===== config.mk =====
export PLATFORM = sky130hd
export DESIGN_NAME = lh_output_path
export DESIGN_NICKNAME = d
export VERILOG_FILES = /design/src/verilog/lh_sync_unused_placeholder_never.sv /design/src/verilog/lh_pkg.sv /design/src/verilog/lh_sync.sv /design/src/verilog/lh_ecc_dec.sv /design/src/verilog/lh_output_path.sv
export SDC_FILE = /design/constraint.sdc
export NUM_CORES = 2
export LEC_CHECK = 0
export BUFFER_PORTS_ARGS = -buffer_cell sky130_fd_sc_hd__buf_2
export CORE_ASPECT_RATIO = 0.7
export CORE_MARGIN = 3
export CORE_UTILIZATION = 60
export DETAILED_ROUTE_END_ITERATION = 8
export GPL_TIMING_DRIVEN = 1
export PLACE_DENSITY = 0.77
export SLEW_MARGIN = 20
export SYNTH_ARGS = -nofsm -noshare
export SYNTH_HDL_FRONTEND = slang
export SYNTH_SLANG_ARGS = --single-unit

===== constraint.sdc =====
create_clock -name clk -period 40.8 [get_ports clk]
set_input_delay 2.04 -clock clk [delete_from_list [all_inputs] [get_ports clk]]
set_output_delay 2.04 -clock clk [all_outputs]
set_load 0.05 [all_outputs]

===== src/verilog/lh_sync_unused_placeholder_never.sv =====
`timescale 1ns/1ps
`default_nettype none
`default_nettype wire


===== src/verilog/lh_pkg.sv =====
package lh_pkg;
   // ************************************************************
   // timing
   // ************************************************************
   localparam int CLK_MHZ = 25;
   localparam int PO_DELAY_US = 1000;
   localparam int PO_DELAY_CYC = PO_DELAY_US * CLK_MHZ;
   localparam int T_REF_C = 25;

   // ************************************************************
   // register map (byte offsets)
   // ************************************************************
   localparam logic [7:0] OFS_PARAM = 8'h00;
   localparam logic [7:0] OFS_INJ = 8'h20;
   localparam logic [7:0] OFS_STATUS = 8'h24;
   localparam logic [7:0] OFS_DUTY = 8'h28;

   // ************************************************************
   // parameter memory layout
   // ************************************************************
   localparam int N_WORDS = 8;
   localparam int DATA_W = 16;
   localparam int CW_W = 22;
   localparam int W_LIN = 0;
   localparam int W_QCOLD = 1;
   localparam int W_QHOT = 2;
   localparam int W_OFFS = 3;
   localparam int W_GAIN = 4;
   localparam int W_QUIES = 5;
   localparam int W_CLHI = 6;
   localparam int W_CLLO = 7;
   localparam int LIN_HOT_LSB = 8;
   localparam int POL_BIT = 8;
   localparam int INJ_WORD_LSB = 24;
   localparam logic [15:0] RST_WORD [N_WORDS] = '{
      16'h4040, 16'h0000, 16'h0000, 16'h0000,
      16'h0000, 16'h0000, 16'h07FF, 16'h0000};

   // ************************************************************
   // arithmetic scaling
   // ************************************************************
   localparam int TC1_BIAS = 64;
   localparam int TC1_ALIGN = 256;
   localparam int TC_SHIFT = 24;
   localparam int OFF_SHIFT = 4;
   localparam int GAIN_SHIFT = 9;
   localparam int DUTY_MAX = 4095;
   localparam logic [11:0] DUTY_FULL = 12'hFFF;
   localparam logic [11:0] DUTY_ZERO = 12'h000;
   localparam logic [11:0] CLHI_BASE = 12'h800;

   // ************************************************************
   // status bits
   // ************************************************************
   localparam int ST_UV = 0;
   localparam int ST_PO = 1;
   localparam int ST_OV = 2;
   localparam int ST_MEMF = 3;
   localparam int ST_CORR = 4;

   typedef enum logic [1:0] {
      SUP_NORMAL = 2'b00,
      SUP_UV = 2'b01,
      SUP_PO_WAIT = 2'b10
   } lh_supply_e;

   // secded: hamming positions 1..21, overall parity at bit 0
   function automatic logic [CW_W-1:0] ecc_encode(input logic [DATA_W-1:0] d);
      logic [CW_W-1:0] c;
      int k;
      c = '0;
      k = 0;
      for (int p = 1; p < CW_W; p++) begin
         if ((p & (p - 1)) != 0) begin
            c[p] = d[k];
            k++;
         end
      end
      for (int i = 0; i < 5; i++) begin
         for (int p = 1; p < CW_W; p++) begin
            if (((p >> i) & 1) == 1 && (p & (p - 1)) != 0) begin
               c[1 << i] = c[1 << i] ^ c[p];
            end
         end
      end
      c[0] = ^c[CW_W-1:1];
      return c;
   endfunction
endpackage


===== src/verilog/lh_sync.sv =====
`timescale 1ns/1ps
`default_nettype none
module lh_sync #(
   parameter int W = 1
)(
   // clock and reset
   input wire logic clk,
   input wire logic nrst,
   // asynchronous levels in, synchronised levels out
   input wire logic [W-1:0] async_in,
   output logic [W-1:0] sync_out
);
   logic [W-1:0] meta;

   if (W < 1) begin : g_chk
      $error("lh_sync width must be at least one");
   end

   always_ff @(posedge clk) begin
      if (!nrst) begin
         meta <= '0;
         sync_out <= '0;
      end else begin
         meta <= async_in;
         sync_out <= meta;
      end
   end
endmodule
`default_nettype wire


===== src/verilog/lh_ecc_dec.sv =====
`timescale 1ns/1ps
`default_nettype none
module lh_ecc_dec (
   // stored codeword
   input wire logic [lh_pkg::CW_W-1:0] codeword,
   // decoded result
   output logic [lh_pkg::DATA_W-1:0] data,
   output logic corrected,
   output logic uncorrectable
);
   logic [4:0] syn;
   logic par;
   logic [lh_pkg::CW_W-1:0] fixed;

   always_comb begin
      int k;
      k = 0;
      syn = '0;
      for (int i = 0; i < 5; i++) begin
         for (int p = 1; p < lh_pkg::CW_W; p++) begin
            if (((p >> i) & 1) == 1) begin
               syn[i] = syn[i] ^ codeword[p];
            end
         end
      end
      par = ^codeword;
      fixed = codeword;
      // single error: overall parity odd, flip the addressed bit
      if (par && syn != 5'h00 && int'(syn) < lh_pkg::CW_W) begin
         fixed[syn] = ~codeword[syn];
      end
      corrected = par;
      // even parity with nonzero syndrome means two bits flipped
      uncorrectable = (!par && syn != 5'h00) ||
                      (par && int'(syn) >= lh_pkg::CW_W);
      data = '0;
      for (int p = 1; p < lh_pkg::CW_W; p++) begin
         if ((p & (p - 1)) != 0) begin
            data[k] = fixed[p];
            k++;
         end
      end
   end
endmodule
`default_nettype wire


===== src/verilog/lh_output_path.sv =====
// The register addresses and the APB register port were left to the implementer.
`timescale 1ns/1ps
`default_nettype none
module lh_output_path #(
   parameter int PO_DELAY_CYC = lh_pkg::PO_DELAY_CYC
)(
   // clock and reset
   input wire logic clk,
   input wire logic nrst,
   // apb slave
   input wire logic psel,
   input wire logic penable,
   input wire logic pwrite,
   input wire logic [7:0] paddr,
   input wire logic [31:0] pwdata,
   output logic [31:0] prdata,
   output logic pready,
   output logic pslverr,
   // converter samples, same clock domain
   input wire logic adc_valid,
   input wire logic [15:0] adc_sample,
   input wire logic [8:0] temp_c,
   // supply comparators, asynchronous
   input wire logic vcc_below_uv_low,
   input wire logic vcc_above_uv_high,
   input wire logic vcc_above_ov_high,
   input wire logic vcc_below_ov_low,
   // duty cycle to the current modulator
   output logic [11:0] duty_cycle,
   output logic duty_valid
);
   // ************************************************************
   // declarations
   // ************************************************************
   logic [lh_pkg::CW_W-1:0] mem [lh_pkg::N_WORDS];
   logic [lh_pkg::DATA_W-1:0] word [lh_pkg::N_WORDS];
   logic [lh_pkg::N_WORDS-1:0] corr;
   logic [lh_pkg::N_WORDS-1:0] dbl;
   logic [3:0] sup_s;
   logic uv_low;
   logic uv_high;
   logic ov_high;
   logic ov_low;
   lh_pkg::lh_supply_e sup;
   lh_pkg::lh_supply_e next_sup;
   logic [31:0] po_cnt;
   logic ov_active;
   logic mem_fault;
   logic corr_seen;
   logic is_param;
   logic is_inj;
   logic is_status;
   logic is_duty;
   logic hit;
   logic wr_en;
   logic [2:0] word_idx;
   logic [2:0] inj_idx;
   logic [7:0] gain_lin_coef_cold;
   logic [7:0] gain_lin_coef_hot;
   logic [8:0] gain_quad_coef_cold;
   logic [8:0] gain_quad_coef_hot;
   logic [7:0] offset_temp_coef;
   logic invert;
   logic [11:0] gain_trim_code;
   logic [11:0] quiescent_trim_code;
   logic [10:0] clamp_high_code;
   logic [10:0] clamp_low_code;
   logic [12:0] gain_multiplier;
   logic signed [11:0] quiescent_fine_value;
   logic signed [9:0] next_dt;
   logic signed [8:0] lin_sel;
   logic signed [8:0] quad_sel;
   logic signed [29:0] next_f;
   logic signed [17:0] next_off;
   logic s1_valid;
   logic signed [15:0] s1_y;
   logic signed [29:0] s1_f;
   logic signed [17:0] offset_drift_term;
   logic s2_valid;
   logic signed [23:0] compensated_sample;
   logic s3_valid;
   logic signed [31:0] preclamp_output;
   logic [11:0] next_normal;
   logic [11:0] normal_duty;
   logic [11:0] clamp_lo;
   logic [11:0] clamp_hi;

   if (PO_DELAY_CYC < 1) begin : g_chk
      $error("power-on delay must be at least one cycle");
   end

   // ************************************************************
   // apb decode
   // ************************************************************
   // zero wait states: every access phase completes in its first cycle
   assign pready = 1'b1;
   assign wr_en = psel && penable && pwrite;
   assign word_idx = paddr[4:2];
   assign inj_idx = pwdata[lh_pkg::INJ_WORD_LSB +: 3];
   assign is_param = paddr[1:0] == 2'b00 && paddr < lh_pkg::OFS_INJ;
   assign is_inj = paddr == lh_pkg::OFS_INJ;
   assign is_status = paddr == lh_pkg::OFS_STATUS;
   assign is_duty = paddr == lh_pkg::OFS_DUTY;
   assign hit = is_param || is_inj || is_status || is_duty;
   assign pslverr = psel && penable && !hit;

   always_ff @(posedge clk) begin
      if (!nrst) begin
         prdata <= 32'h00000000;
      end else if (psel && !penable) begin
         prdata <= 32'h00000000;
         if (is_param) begin
            prdata <= {16'h0000, word[word_idx]};
         end else if (is_status) begin
            prdata[lh_pkg::ST_UV] <= sup == lh_pkg::SUP_UV;
            prdata[lh_pkg::ST_PO] <= sup == lh_pkg::SUP_PO_WAIT;
            prdata[lh_pkg::ST_OV] <= ov_active;
            prdata[lh_pkg::ST_MEMF] <= mem_fault;
            prdata[lh_pkg::ST_CORR] <= corr_seen;
         end else if (is_duty) begin
            prdata <= {20'h00000, duty_cycle};
         end
      end
   end

   // ************************************************************
   // parameter memory with check bits
   // ************************************************************
   // writes store a fresh codeword; the injection register flips stored
   // bits so software can exercise correction and the fault override
   always_ff @(posedge clk) begin
      if (!nrst) begin
         for (int i = 0; i < lh_pkg::N_WORDS; i++) begin
            mem[i] <= lh_pkg::ecc_encode(lh_pkg::RST_WORD[i]);
         end
      end else if (wr_en && is_param) begin
         mem[word_idx] <= lh_pkg::ecc_encode(pwdata[15:0]);
      end else if (wr_en && is_inj) begin
         mem[inj_idx] <= mem[inj_idx] ^ pwdata[lh_pkg::CW_W-1:0];
      end
   end

   for (genvar g = 0; g < lh_pkg::N_WORDS; g++) begin : g_dec
      lh_ecc_dec u_dec (
         .codeword(mem[g]),
         .data(word[g]),
         .corrected(corr[g]),
         .uncorrectable(dbl[g])
      );
   end

   always_ff @(posedge clk) begin
      if (!nrst) begin
         mem_fault <= 1'b0;
      end else begin
         mem_fault <= |dbl;
      end
   end

   // sticky, cleared by writing one; a new correction wins over the clear
   always_ff @(posedge clk) begin
      if (!nrst) begin
         corr_seen <= 1'b0;
      end else if (|corr) begin
         corr_seen <= 1'b1;
      end else if (wr_en && is_status && pwdata[lh_pkg::ST_CORR]) begin
         corr_seen <= 1'b0;
      end
   end

   // ************************************************************
   // parameter fields
   // ************************************************************
   assign gain_lin_coef_cold = word[lh_pkg::W_LIN][7:0];
   assign gain_lin_coef_hot = word[lh_pkg::W_LIN][lh_pkg::LIN_HOT_LSB +: 8];
   assign gain_quad_coef_cold = word[lh_pkg::W_QCOLD][8:0];
   assign gain_quad_coef_hot = word[lh_pkg::W_QHOT][8:0];
   assign offset_temp_coef = word[lh_pkg::W_OFFS][7:0];
   assign invert = word[lh_pkg::W_OFFS][lh_pkg::POL_BIT];
   assign gain_trim_code = word[lh_pkg::W_GAIN][11:0];
   assign quiescent_trim_code = word[lh_pkg::W_QUIES][11:0];
   assign clamp_high_code = word[lh_pkg::W_CLHI][10:0];
   assign clamp_low_code = word[lh_pkg::W_CLLO][10:0];
   // code rotated by half scale: 0 -> 4.0, 2047 -> ~8.0, 2048 -> 0.0
   assign gain_multiplier = {1'b0, ~gain_trim_code[11],
                             gain_trim_code[10:0]};
   assign quiescent_fine_value = $signed(quiescent_trim_code);
   // low limit 0..2047, high limit 2048..4095 of a 4096 span
   assign clamp_lo = {1'b0, clamp_low_code};
   assign clamp_hi = lh_pkg::CLHI_BASE + {1'b0, clamp_high_code};

   // ************************************************************
   // stage 1: temperature terms
   // ************************************************************
   always_comb begin
      next_dt = 10'(int'($signed(temp_c)) - lh_pkg::T_REF_C);
      // above the reference uses the hot pair, below it the cold pair
      if (next_dt > 10'sd0) begin
         lin_sel = 9'(int'({1'b0, gain_lin_coef_hot}) - lh_pkg::TC1_BIAS);
         quad_sel = $signed(gain_quad_coef_hot);
      end else begin
         lin_sel = 9'(int'({1'b0, gain_lin_coef_cold}) - lh_pkg::TC1_BIAS);
         quad_sel = $signed(gain_quad_coef_cold);
      end
      // sensitivity factor in units of 2^-24
      next_f = 30'(int'(lin_sel) * int'(next_dt) * lh_pkg::TC1_ALIGN +
                   int'(quad_sel) * int'(next_dt) * int'(next_dt));
      next_off = 18'(int'($signed(offset_temp_coef)) *
                     int'(next_dt));
   end

   always_ff @(posedge clk) begin
      if (!nrst) begin
         s1_valid <= 1'b0;
         s1_y <= 16'sh0000;
         s1_f <= 30'sh00000000;
         offset_drift_term <= 18'sh00000;
      end else begin
         s1_valid <= adc_valid;
         if (adc_valid) begin
            s1_y <= $signed(adc_sample);
            s1_f <= next_f;
            offset_drift_term <= next_off;
         end
      end
   end

   // ************************************************************
   // stage 2: compensated sample
   // ************************************************************
   always_ff @(posedge clk) begin
      if (!nrst) begin
         s2_valid <= 1'b0;
         compensated_sample <= 24'sh000000;
      end else begin
         s2_valid <= s1_valid;
         if (s1_valid) begin
            compensated_sample <= 24'(longint'(s1_y) +
               ((longint'(s1_y) * longint'(s1_f)) >>> lh_pkg::TC_SHIFT) +
               (longint'(offset_drift_term) >>>
                lh_pkg::OFF_SHIFT));
         end
      end
   end

   // ************************************************************
   // stage 3: gain and fine offset
   // ************************************************************
   always_ff @(posedge clk) begin
      if (!nrst) begin
         s3_valid <= 1'b0;
         preclamp_output <= 32'sh00000000;
      end else begin
         s3_valid <= s2_valid;
         if (s2_valid) begin
            preclamp_output <= 32'(
               ((longint'(gain_multiplier) * longint'(compensated_sample))
                >>> lh_pkg::GAIN_SHIFT) +
               longint'(quiescent_fine_value));
         end
      end
   end

   // ************************************************************
   // stage 4: range, polarity and clamps
   // ************************************************************
   always_comb begin
      // limit to the span first so inversion stays inside it
      if (preclamp_output < 32'sh00000000) begin
         next_normal = lh_pkg::DUTY_ZERO;
      end else if (preclamp_output > 32'(lh_pkg::DUTY_MAX)) begin
         next_normal = lh_pkg::DUTY_FULL;
      end else begin
         next_normal = preclamp_output[11:0];
      end
      if (invert) begin
         next_normal = lh_pkg::DUTY_FULL - next_normal;
      end
      if (next_normal < clamp_lo) begin
         next_normal = clamp_lo;
      end else if (next_normal > clamp_hi) begin
         next_normal = clamp_hi;
      end
   end

   always_ff @(posedge clk) begin
      if (!nrst) begin
         normal_duty <= lh_pkg::DUTY_ZERO;
      end else if (s3_valid) begin
         normal_duty <= next_normal;
      end
   end

   // ************************************************************
   // supply supervision
   // ************************************************************
   lh_sync #(
      .W(4)
   ) u_sync (
      .clk(clk),
      .nrst(nrst),
      .async_in({vcc_below_ov_low, vcc_above_ov_high,
                 vcc_above_uv_high, vcc_below_uv_low}),
      .sync_out(sup_s)
   );
   assign uv_low = sup_s[0];
   assign uv_high = sup_s[1];
   assign ov_high = sup_s[2];
   assign ov_low = sup_s[3];

   always_comb begin
      next_sup = sup;
      case (sup)
         lh_pkg::SUP_NORMAL: begin
            if (uv_low) begin
               next_sup = lh_pkg::SUP_UV;
            end
         end
         lh_pkg::SUP_UV: begin
            if (uv_high) begin
               next_sup = lh_pkg::SUP_PO_WAIT;
            end
         end
         lh_pkg::SUP_PO_WAIT: begin
            if (uv_low) begin
               next_sup = lh_pkg::SUP_UV;
            end else if (po_cnt == 32'(PO_DELAY_CYC - 1)) begin
               next_sup = lh_pkg::SUP_NORMAL;
            end
         end
         default: begin
            next_sup = lh_pkg::SUP_NORMAL;
         end
      endcase
   end

   always_ff @(posedge clk) begin
      if (!nrst) begin
         sup <= lh_pkg::SUP_NORMAL;
      end else begin
         sup <= next_sup;
      end
   end

   always_ff @(posedge clk) begin
      if (!nrst) begin
         po_cnt <= 32'h00000000;
      end else if (sup == lh_pkg::SUP_PO_WAIT && next_sup == sup) begin
         po_cnt <= po_cnt + 32'h00000001;
      end else begin
         po_cnt <= 32'h00000000;
      end
   end

   // hysteresis: set above the upper level, released below the lower one
   always_ff @(posedge clk) begin
      if (!nrst) begin
         ov_active <= 1'b0;
      end else if (ov_high) begin
         ov_active <= 1'b1;
      end else if (ov_low) begin
         ov_active <= 1'b0;
      end
   end

   // ************************************************************
   // duty output with overrides
   // ************************************************************
   // forced levels skip the clamps, so a host can tell them apart from programmed
   // output only when clamp_lo is above 0 and clamp_hi below 4095
   always_ff @(posedge clk) begin
      if (!nrst) begin
         duty_cycle <= lh_pkg::DUTY_ZERO;
         duty_valid <= 1'b0;
      end else begin
         duty_valid <= s3_valid;
         if (mem_fault) begin
            duty_cycle <= lh_pkg::DUTY_ZERO;
         end else if (ov_active) begin
            duty_cycle <= lh_pkg::DUTY_ZERO;
         end else if (sup != lh_pkg::SUP_NORMAL) begin
            duty_cycle <= lh_pkg::DUTY_FULL;
         end else begin
            duty_cycle <= s3_valid ? next_normal : normal_duty;
         end
      end
   end
endmodule
`default_nettype wire


# Yosys cells after proc, flatten, opt, wreduce, memory -nomap -nowiden
# Memories as Yosys holds them, arrays and structs flattened.
# Index checks and enable logic that the tools add are counted.
classes:
  add_sub_neg: 38
  mul: 6
  n_lt_le_gt_ge: 69
  n_eq_ne: 7
  n_mux: 540
  bitwise_logic: 472
  reduce_logical: 102
ops:
  columns: ["cell", "count"]
  rows:
  - ["32-bit two-way mux", 46]
  - ["32-bit by 6-bit less-than comparator with 1-bit output (second input constant)", 30]
  - ["32-bit by 2-bit adder with 32-bit output (second input constant)", 28]
  - ["1-bit XOR", 460]
  - ["1-bit two-way mux", 423]
  - ["22-bit two-way mux", 10]
  - ["22-bit bitwise mux", 8]
  - ["22-bit parity", 8]
  - ["12-bit two-way mux", 8]
  - ["21-bit parity", 4]
  - ["1-bit binary-select mux with 4-bit select", 15]
  - ["1-bit logical AND", 50]
  - ["16-bit binary-select mux with 3-bit select", 1]
  - ["5-bit by 6-bit less-than comparator with 1-bit output (second input constant)", 8]
  - ["16-bit by 30-bit multiplier with 46-bit output", 1]
  - ["22-bit OR reduction", 2]
  - ["1-bit binary-select mux with 5-bit select", 8]
  - ["1-bit demux with 5-bit select", 8]
  - ["5-bit by 1-bit >= comparator with 1-bit output (second input constant)", 8]
  - ["5-bit >= comparator (second input constant)", 8]
  - ["5-bit less-than comparator (second input constant)", 8]
  - ["5-bit nonzero test", 8]
  - ["9-bit by 10-bit multiplier with 19-bit output", 2]
  - ["13-bit by 24-bit multiplier with 37-bit output", 1]
  - ["40 further kinds", 81]
totals:
  register_bits: 225
  ramBits: 176
  rom_bits: 720
  in_bits: 75
  output_inout_bits: 47
  wordCells: 1299
  mem_count: 46
memory_table:
  columns: ["name", "depth", "word_bits", "rd", "rd_clocked_by_memory_dff", "write_ports", "line_no", "rtl"]
  rows:
  - ["mem", 8, 22, 9, 0, 8, "lh_output_path.sv:35", "logic [lh_pkg::CW_W-1:0] mem [lh_pkg::N_WORDS];"]
  - ["(name not given)", 16, 1, 1, 0, 0, "lh_pkg.sv:75", "c[p] = d[k];"]
  - ["(name not given)", 16, 1, 1, 0, 0, "lh_pkg.sv:75", null]
  - ["(name not given)", 16, 1, 1, 0, 0, "lh_pkg.sv:75", null]
  - ["(name not given)", 16, 1, 1, 0, 0, "lh_pkg.sv:75", null]
  - ["(name not given)", 16, 1, 1, 0, 0, "lh_pkg.sv:75", null]
  - ["40 more memories", null, null, null, null, null, null, null]

# Longest topological paths before layout
logic_depth:
  word_depth: 58
  depth_mapped: 61
  depth_no_buf: 59

# Hierarchy
# Synthesis repeated with hierarchy kept, for this count alone.
hier_totals:
  hier_cells: 7612
  hier_area_um2: 70669.0
by_module_without_submodules:
  columns: ["mod", "n_inst", "cells_each", "area_per_inst_um2"]
  rows:
  - ["lh_output_path", 1, 6627, 62434.9]
  - ["lh_ecc_dec at g_dec[1].u_dec ...", 6, 124, 1016.0]
  - ["lh_ecc_dec at g_dec[0].u_dec", 1, 124, 1077.3]
  - ["lh_ecc_dec at g_dec[7].u_dec", 1, 101, 850.8]
  - ["lh_sync", 1, 16, 210.2]

# Worst setup path before layout
# Ideal clock, no wire load.
synth_path:
  path_kind: "input-to-reg"
  start: "in temp_c[0]"
  end: "reg s1_f[28]"
  setup_time_ps: 122
  t_arrival_ps: 14388
  slack_ps: 26290
  stages: 50
  path_buffers: 2
  path_cell_list: "inv_1 > clkbuf_1 > ha_1 > nand2b_1 > a31oi_1 > nor3b_1 > xnor2_1 > nand3_1 > nand2_1 > buf_1 > mux2i_1 > or2_2 > fa_1 > fa_1 > inv_1 > fa_1 > fa_1 > inv_1 > [... 14 more ...] > xnor2_1 > nand2_1 > fa_1 > inv_1 > fa_1 > inv_1 > fa_1 > fa_1 > fa_1 > inv_1 > ha_1 > and2_1 > a31o_2 > a41o_1 > o41ai_1 > o21ai_0 > nor4b_1 > a311o_1"
synth_via:
  elab_chain_cells: 6
synth_lines:
  columns: ["element", "line_no", "rtl"]
  rows:
  - ["from (decl)", "lh_output_path.sv:22", "input wire logic [8:0] temp_c,"]
  - ["9-bit by 6-bit subtractor with 10-bit output *", "lh_output_path.sv:196", "next_dt = 10'(int'($signed(temp_c)) - lh_pkg::T_REF_C);"]
  - ["10-bit by 1-bit > comparator with 1-bit output", "lh_output_path.sv:198", "if (next_dt > 10'sd0) begin"]
  - ["9-bit two-way mux", "lh_output_path.sv:198", null]
  - ["9-bit by 10-bit multiplier with 19-bit output", "lh_output_path.sv:207", "int'(quad_sel) * int'(next_dt) * int'(next_dt));"]
  - ["19-bit by 10-bit multiplier with 29-bit output", "lh_output_path.sv:207", null]
  - ["27-bit by 29-bit adder with 30-bit output *", "lh_output_path.sv:206", "next_f = 30'(int'(lin_sel) * int'(next_dt) * lh_pkg::TC1_ALIGN +"]
  - ["to (signal assigned)", "lh_output_path.sv:222", "s1_f <= next_f;"]
  - ["to (decl)", "lh_output_path.sv:77", "logic signed [29:0] s1_f;"]
# Mark *: on every way between the ends. The rest lies on a longest branch, timed or not.
# A chain may end at the register's enable or synchronous reset.

# Final worst setup path
# Ends and elaborated chain as after synthesis.

==> run_results.csv <==
group,metric,value,unit
global_routing,grt_antenna_before_repair,8,
synth,syn_inst,7617,
place,dp_hpwl,157000,um
detailed_routing,drt.antenna.violating_nets,0,
place,port_buffers,97,
clocking,cts_buffers,44,
hold_path,hold_path_class,"flip-flop to flip-flop",
global_routing,grt_remaining_overflow,0,
synth,synth-async-reset-ratio,0,
setup_path,worstSetupStartpointType,"primary input",
timing,timing.clock.skew,0.0370,ns
timing,finalCritPeriodShare,0.410,
die,fp.dieH,291,um
die,placeableCoreArea,0.114,mm2
place,gp_congestion,1.02,
global_routing,global_route.usage.total,0.340,
setup_path,critPathKind,"primary input to flip-flop",
timing,number_of_max_slew_violations_in_the_final_report,0,
cells_and_area,area_taken_by_multi_input_logic_gates,0.0539,mm2
die,io-pin-count,122,
global_routing,first_global_vias,55100,
timing,layout_min_cycle_time,16.72,ns
synth,synth_flop_cell,"sky130_fd_sc_hd__dfxtp_1",
cells_and_area,net_count_of_the_finished_layout,9209,
setup_path,critPathSlowestCell,"sky130_fd_sc_hd__fa_1",
synth,synth.top_cells.by_area,"sky130_fd_sc_hd__fa_1, sky130_fd_sc_hd__ha_1, sky130_fd_sc_hd__edfxtp_1",
die,initial_core_util,0.610,
synth,synth_area,0.0694,mm2
timing,slew_headroom,0.229,
setup_path,most_frequent_cell_on_the_critical_path,"sky130_fd_sc_hd__fa_1",
clocking,clockBufferDepth,3,
clocking,tritoncts,"yes",
die,die_w,413,um
detailed_routing,drc,0,
timing,achievable_frequency,0.0598,GHz
setup_path,critPathCaptureType,"flip-flop",
die,fp.dieArea,0.120,mm2
cells_and_area,share_of_layout_cells_above_drive_strength_1,0.0691,
detailed_routing,vias,53800,
clocking,cts.sink_count,378,
clocking,cts-hold-fix-buffers,0,
synth,synth_top_cells_by_count,"sky130_fd_sc_hd__inv_1, sky130_fd_sc_hd__fa_1, sky130_fd_sc_hd__nand2_1",
synth,ys_types,86,
synth,avgSynthCellArea,9.11,um2
timing,final_hold_viol_count,0,
clocking,clock_latency,0.61,ns
timing,post-route-worst-setup-slack,24.08,ns
synth,synthMostInstantiatedCell,"sky130_fd_sc_hd__inv_1",
cells_and_area,seq_area,0.00933,mm2
die,rows,103,
cells_and_area,flow.area_growth_from_synthesis,5.15,%
cells_and_area,stdcell_area,0.0730,mm2
job,max_cap_viol_count,0,
setup_path,critPathRequiredTime,41.29,ns
status,status,"finished clean",
clocking,cts_root_buf,"sky130_fd_sc_hd__clkbuf_16",
global_routing,pin_count_of_the_biggest_net_entering_global_routing,78,
synth,post_synthesis_sequential_area_ratio,0.134,
clocking,cts_max_level,2,
synth,ys_seq_elements,378,
timing,worst_margin_pin_slew,1.16,ns
detailed_routing,drt-vias-per-instance,5.91,
global_routing,grt_first_pass_wirelength,317000,um
synth,yosysTopAreaCell,"sky130_fd_sc_hd__fa_1",
synth,synth.yosys.warnings,0,
synth,synth_enable_flop_cells,176,
place,pre_cts_slack,23.62,ns
cells_and_area,num-fill-cells,9256,
clocking,post-cts-setup-buffers,0,
timing,setup_repair_after_global_routing_missed_its_margin,"no",
setup_path,slowest_delay,0.76,ns
setup_path,data_arrival_critical_path,17.21,ns
detailed_routing,finalWirelength,199000,um
detailed_routing,avgRoutedWirePerCell,21.9,um
clocking,number_of_gates_resized_after_cts,0,
synth,synth_top_area_frac,0.330,
timing,final-setup-viol-count,0,
place,dpl-instance-area,0.0715,mm2
clocking,path_clk_slew,0.06,ns
setup_path,critical_path.max_fanout,22,
timing,hold_slack,0.435,ns
timing,totalNegativeSetupSlack,0,ns
detailed_routing,dr.first_iter.drc_count,6255,
detailed_routing,drt_pass1_iterations,6,
==> critical path: cells and delay by family <==
| kind | cells | cell delay (ns) |
|---|---|---|
| adder cells (fa/ha/maj) | 13 | 6.11 |
| XOR/XNOR | 2 | 0.45 |
| buffers and inverters | 9 | 1.29 |
| AO/OA/AOI/OAI | 17 | 4.43 |
| AND/OR/NAND/NOR | 10 | 2.84 |
==> cell type report <==
| cell class | instances | area share |
|---|---|---|
| repair buffers | 202 | 0.0175 |
| flip-flops and latches | 378 | 0.128 |
| clock buffers | 52 | 0.0156 |
| clock inverters | 27 | 0.00422 |
| inverters | 1365 | 0.0702 |
| multi-input cells | 5558 | 0.738 |
| well taps | 1522 | 0.0261 |
| diodes | 4 | 0.000137 |
==> cells in the final DEF, fill, tap and decap left out, types with 198 or more instances in the layout <==
cell and count:
sky130_fd_sc_hd__inv_1 1361, sky130_fd_sc_hd__fa_1 1144, sky130_fd_sc_hd__nand2_1 859, sky130_fd_sc_hd__nor2_1 708
sky130_fd_sc_hd__ha_1 441, sky130_fd_sc_hd__xnor2_1 416, sky130_fd_sc_hd__and2_1 339, sky130_fd_sc_hd__mux2i_1 226
sky130_fd_sc_hd__a21oi_1 206, sky130_fd_sc_hd__dfxtp_1 198
==> worst paths after layout <==
| kind | from | end | slack (ns) | cells past startpoint |
|---|---|---|---|---|
| worst min-delay path | u_sync.meta[1] | u_sync.sync_out[1] | 0.43 | 1 |
| worst min register to register | u_sync.meta[1] | u_sync.sync_out[1] | 0.43 | 1 |
| worst max-delay path | temp_c[0] | s1_f[28] | 24.08 | 51 |
| worst max register to register | mem[1][9] | s1_f[28] | 24.46 | 51 |
==> cells by family after synthesis <==
group                      count (synthesis)  synth area share
and+or+nand+nor                         2371             0.156
AOI/OAI and AO/OA                        589            0.0546
muxes                                    387            0.0734
adders and majority gates               1593             0.411
xor gates and xnor gates                 601            0.0785
other                                      2          0.000108
buffers and inverters                   1696            0.0928
DFF                                      378             0.134
==> metrics by stage <==
stage / utilization / std cells
5_1_grt: 0.641 / 9104
3_5_place_dp: 0.628 / 9025
2_1_floorplan: - / 7632
3_3_place_gp: 0.628 / 9025
6_report: 0.641 / 9108
4_1_cts: 0.641 / 9104
==> per-layer routing <==
metal	GRT usage	routed length, um	vias up
li1	-	-	23500
met1	0.506	82700	26800
met2	0.484	83500	3154
met3	0.102	27200	413
met4	0.0864	5930	2
met5	0	13	-
==> registers in the layout, summed over array words and instances, names as in the netlist, 2 cells and up <==
register and count:
s1_y 16, u_sync.sync_out 4, normal_duty 12, compensated_sample 24
preclamp_output 29, prdata 16, duty_cycle 12, mem 176
po_cnt 32, offset_drift_term 14, u_sync.meta 4, sup 2
s1_f 30
Power is not shown: default switching activity piles up to over one toggle a cycle in this logic, so the estimate is an artifact.
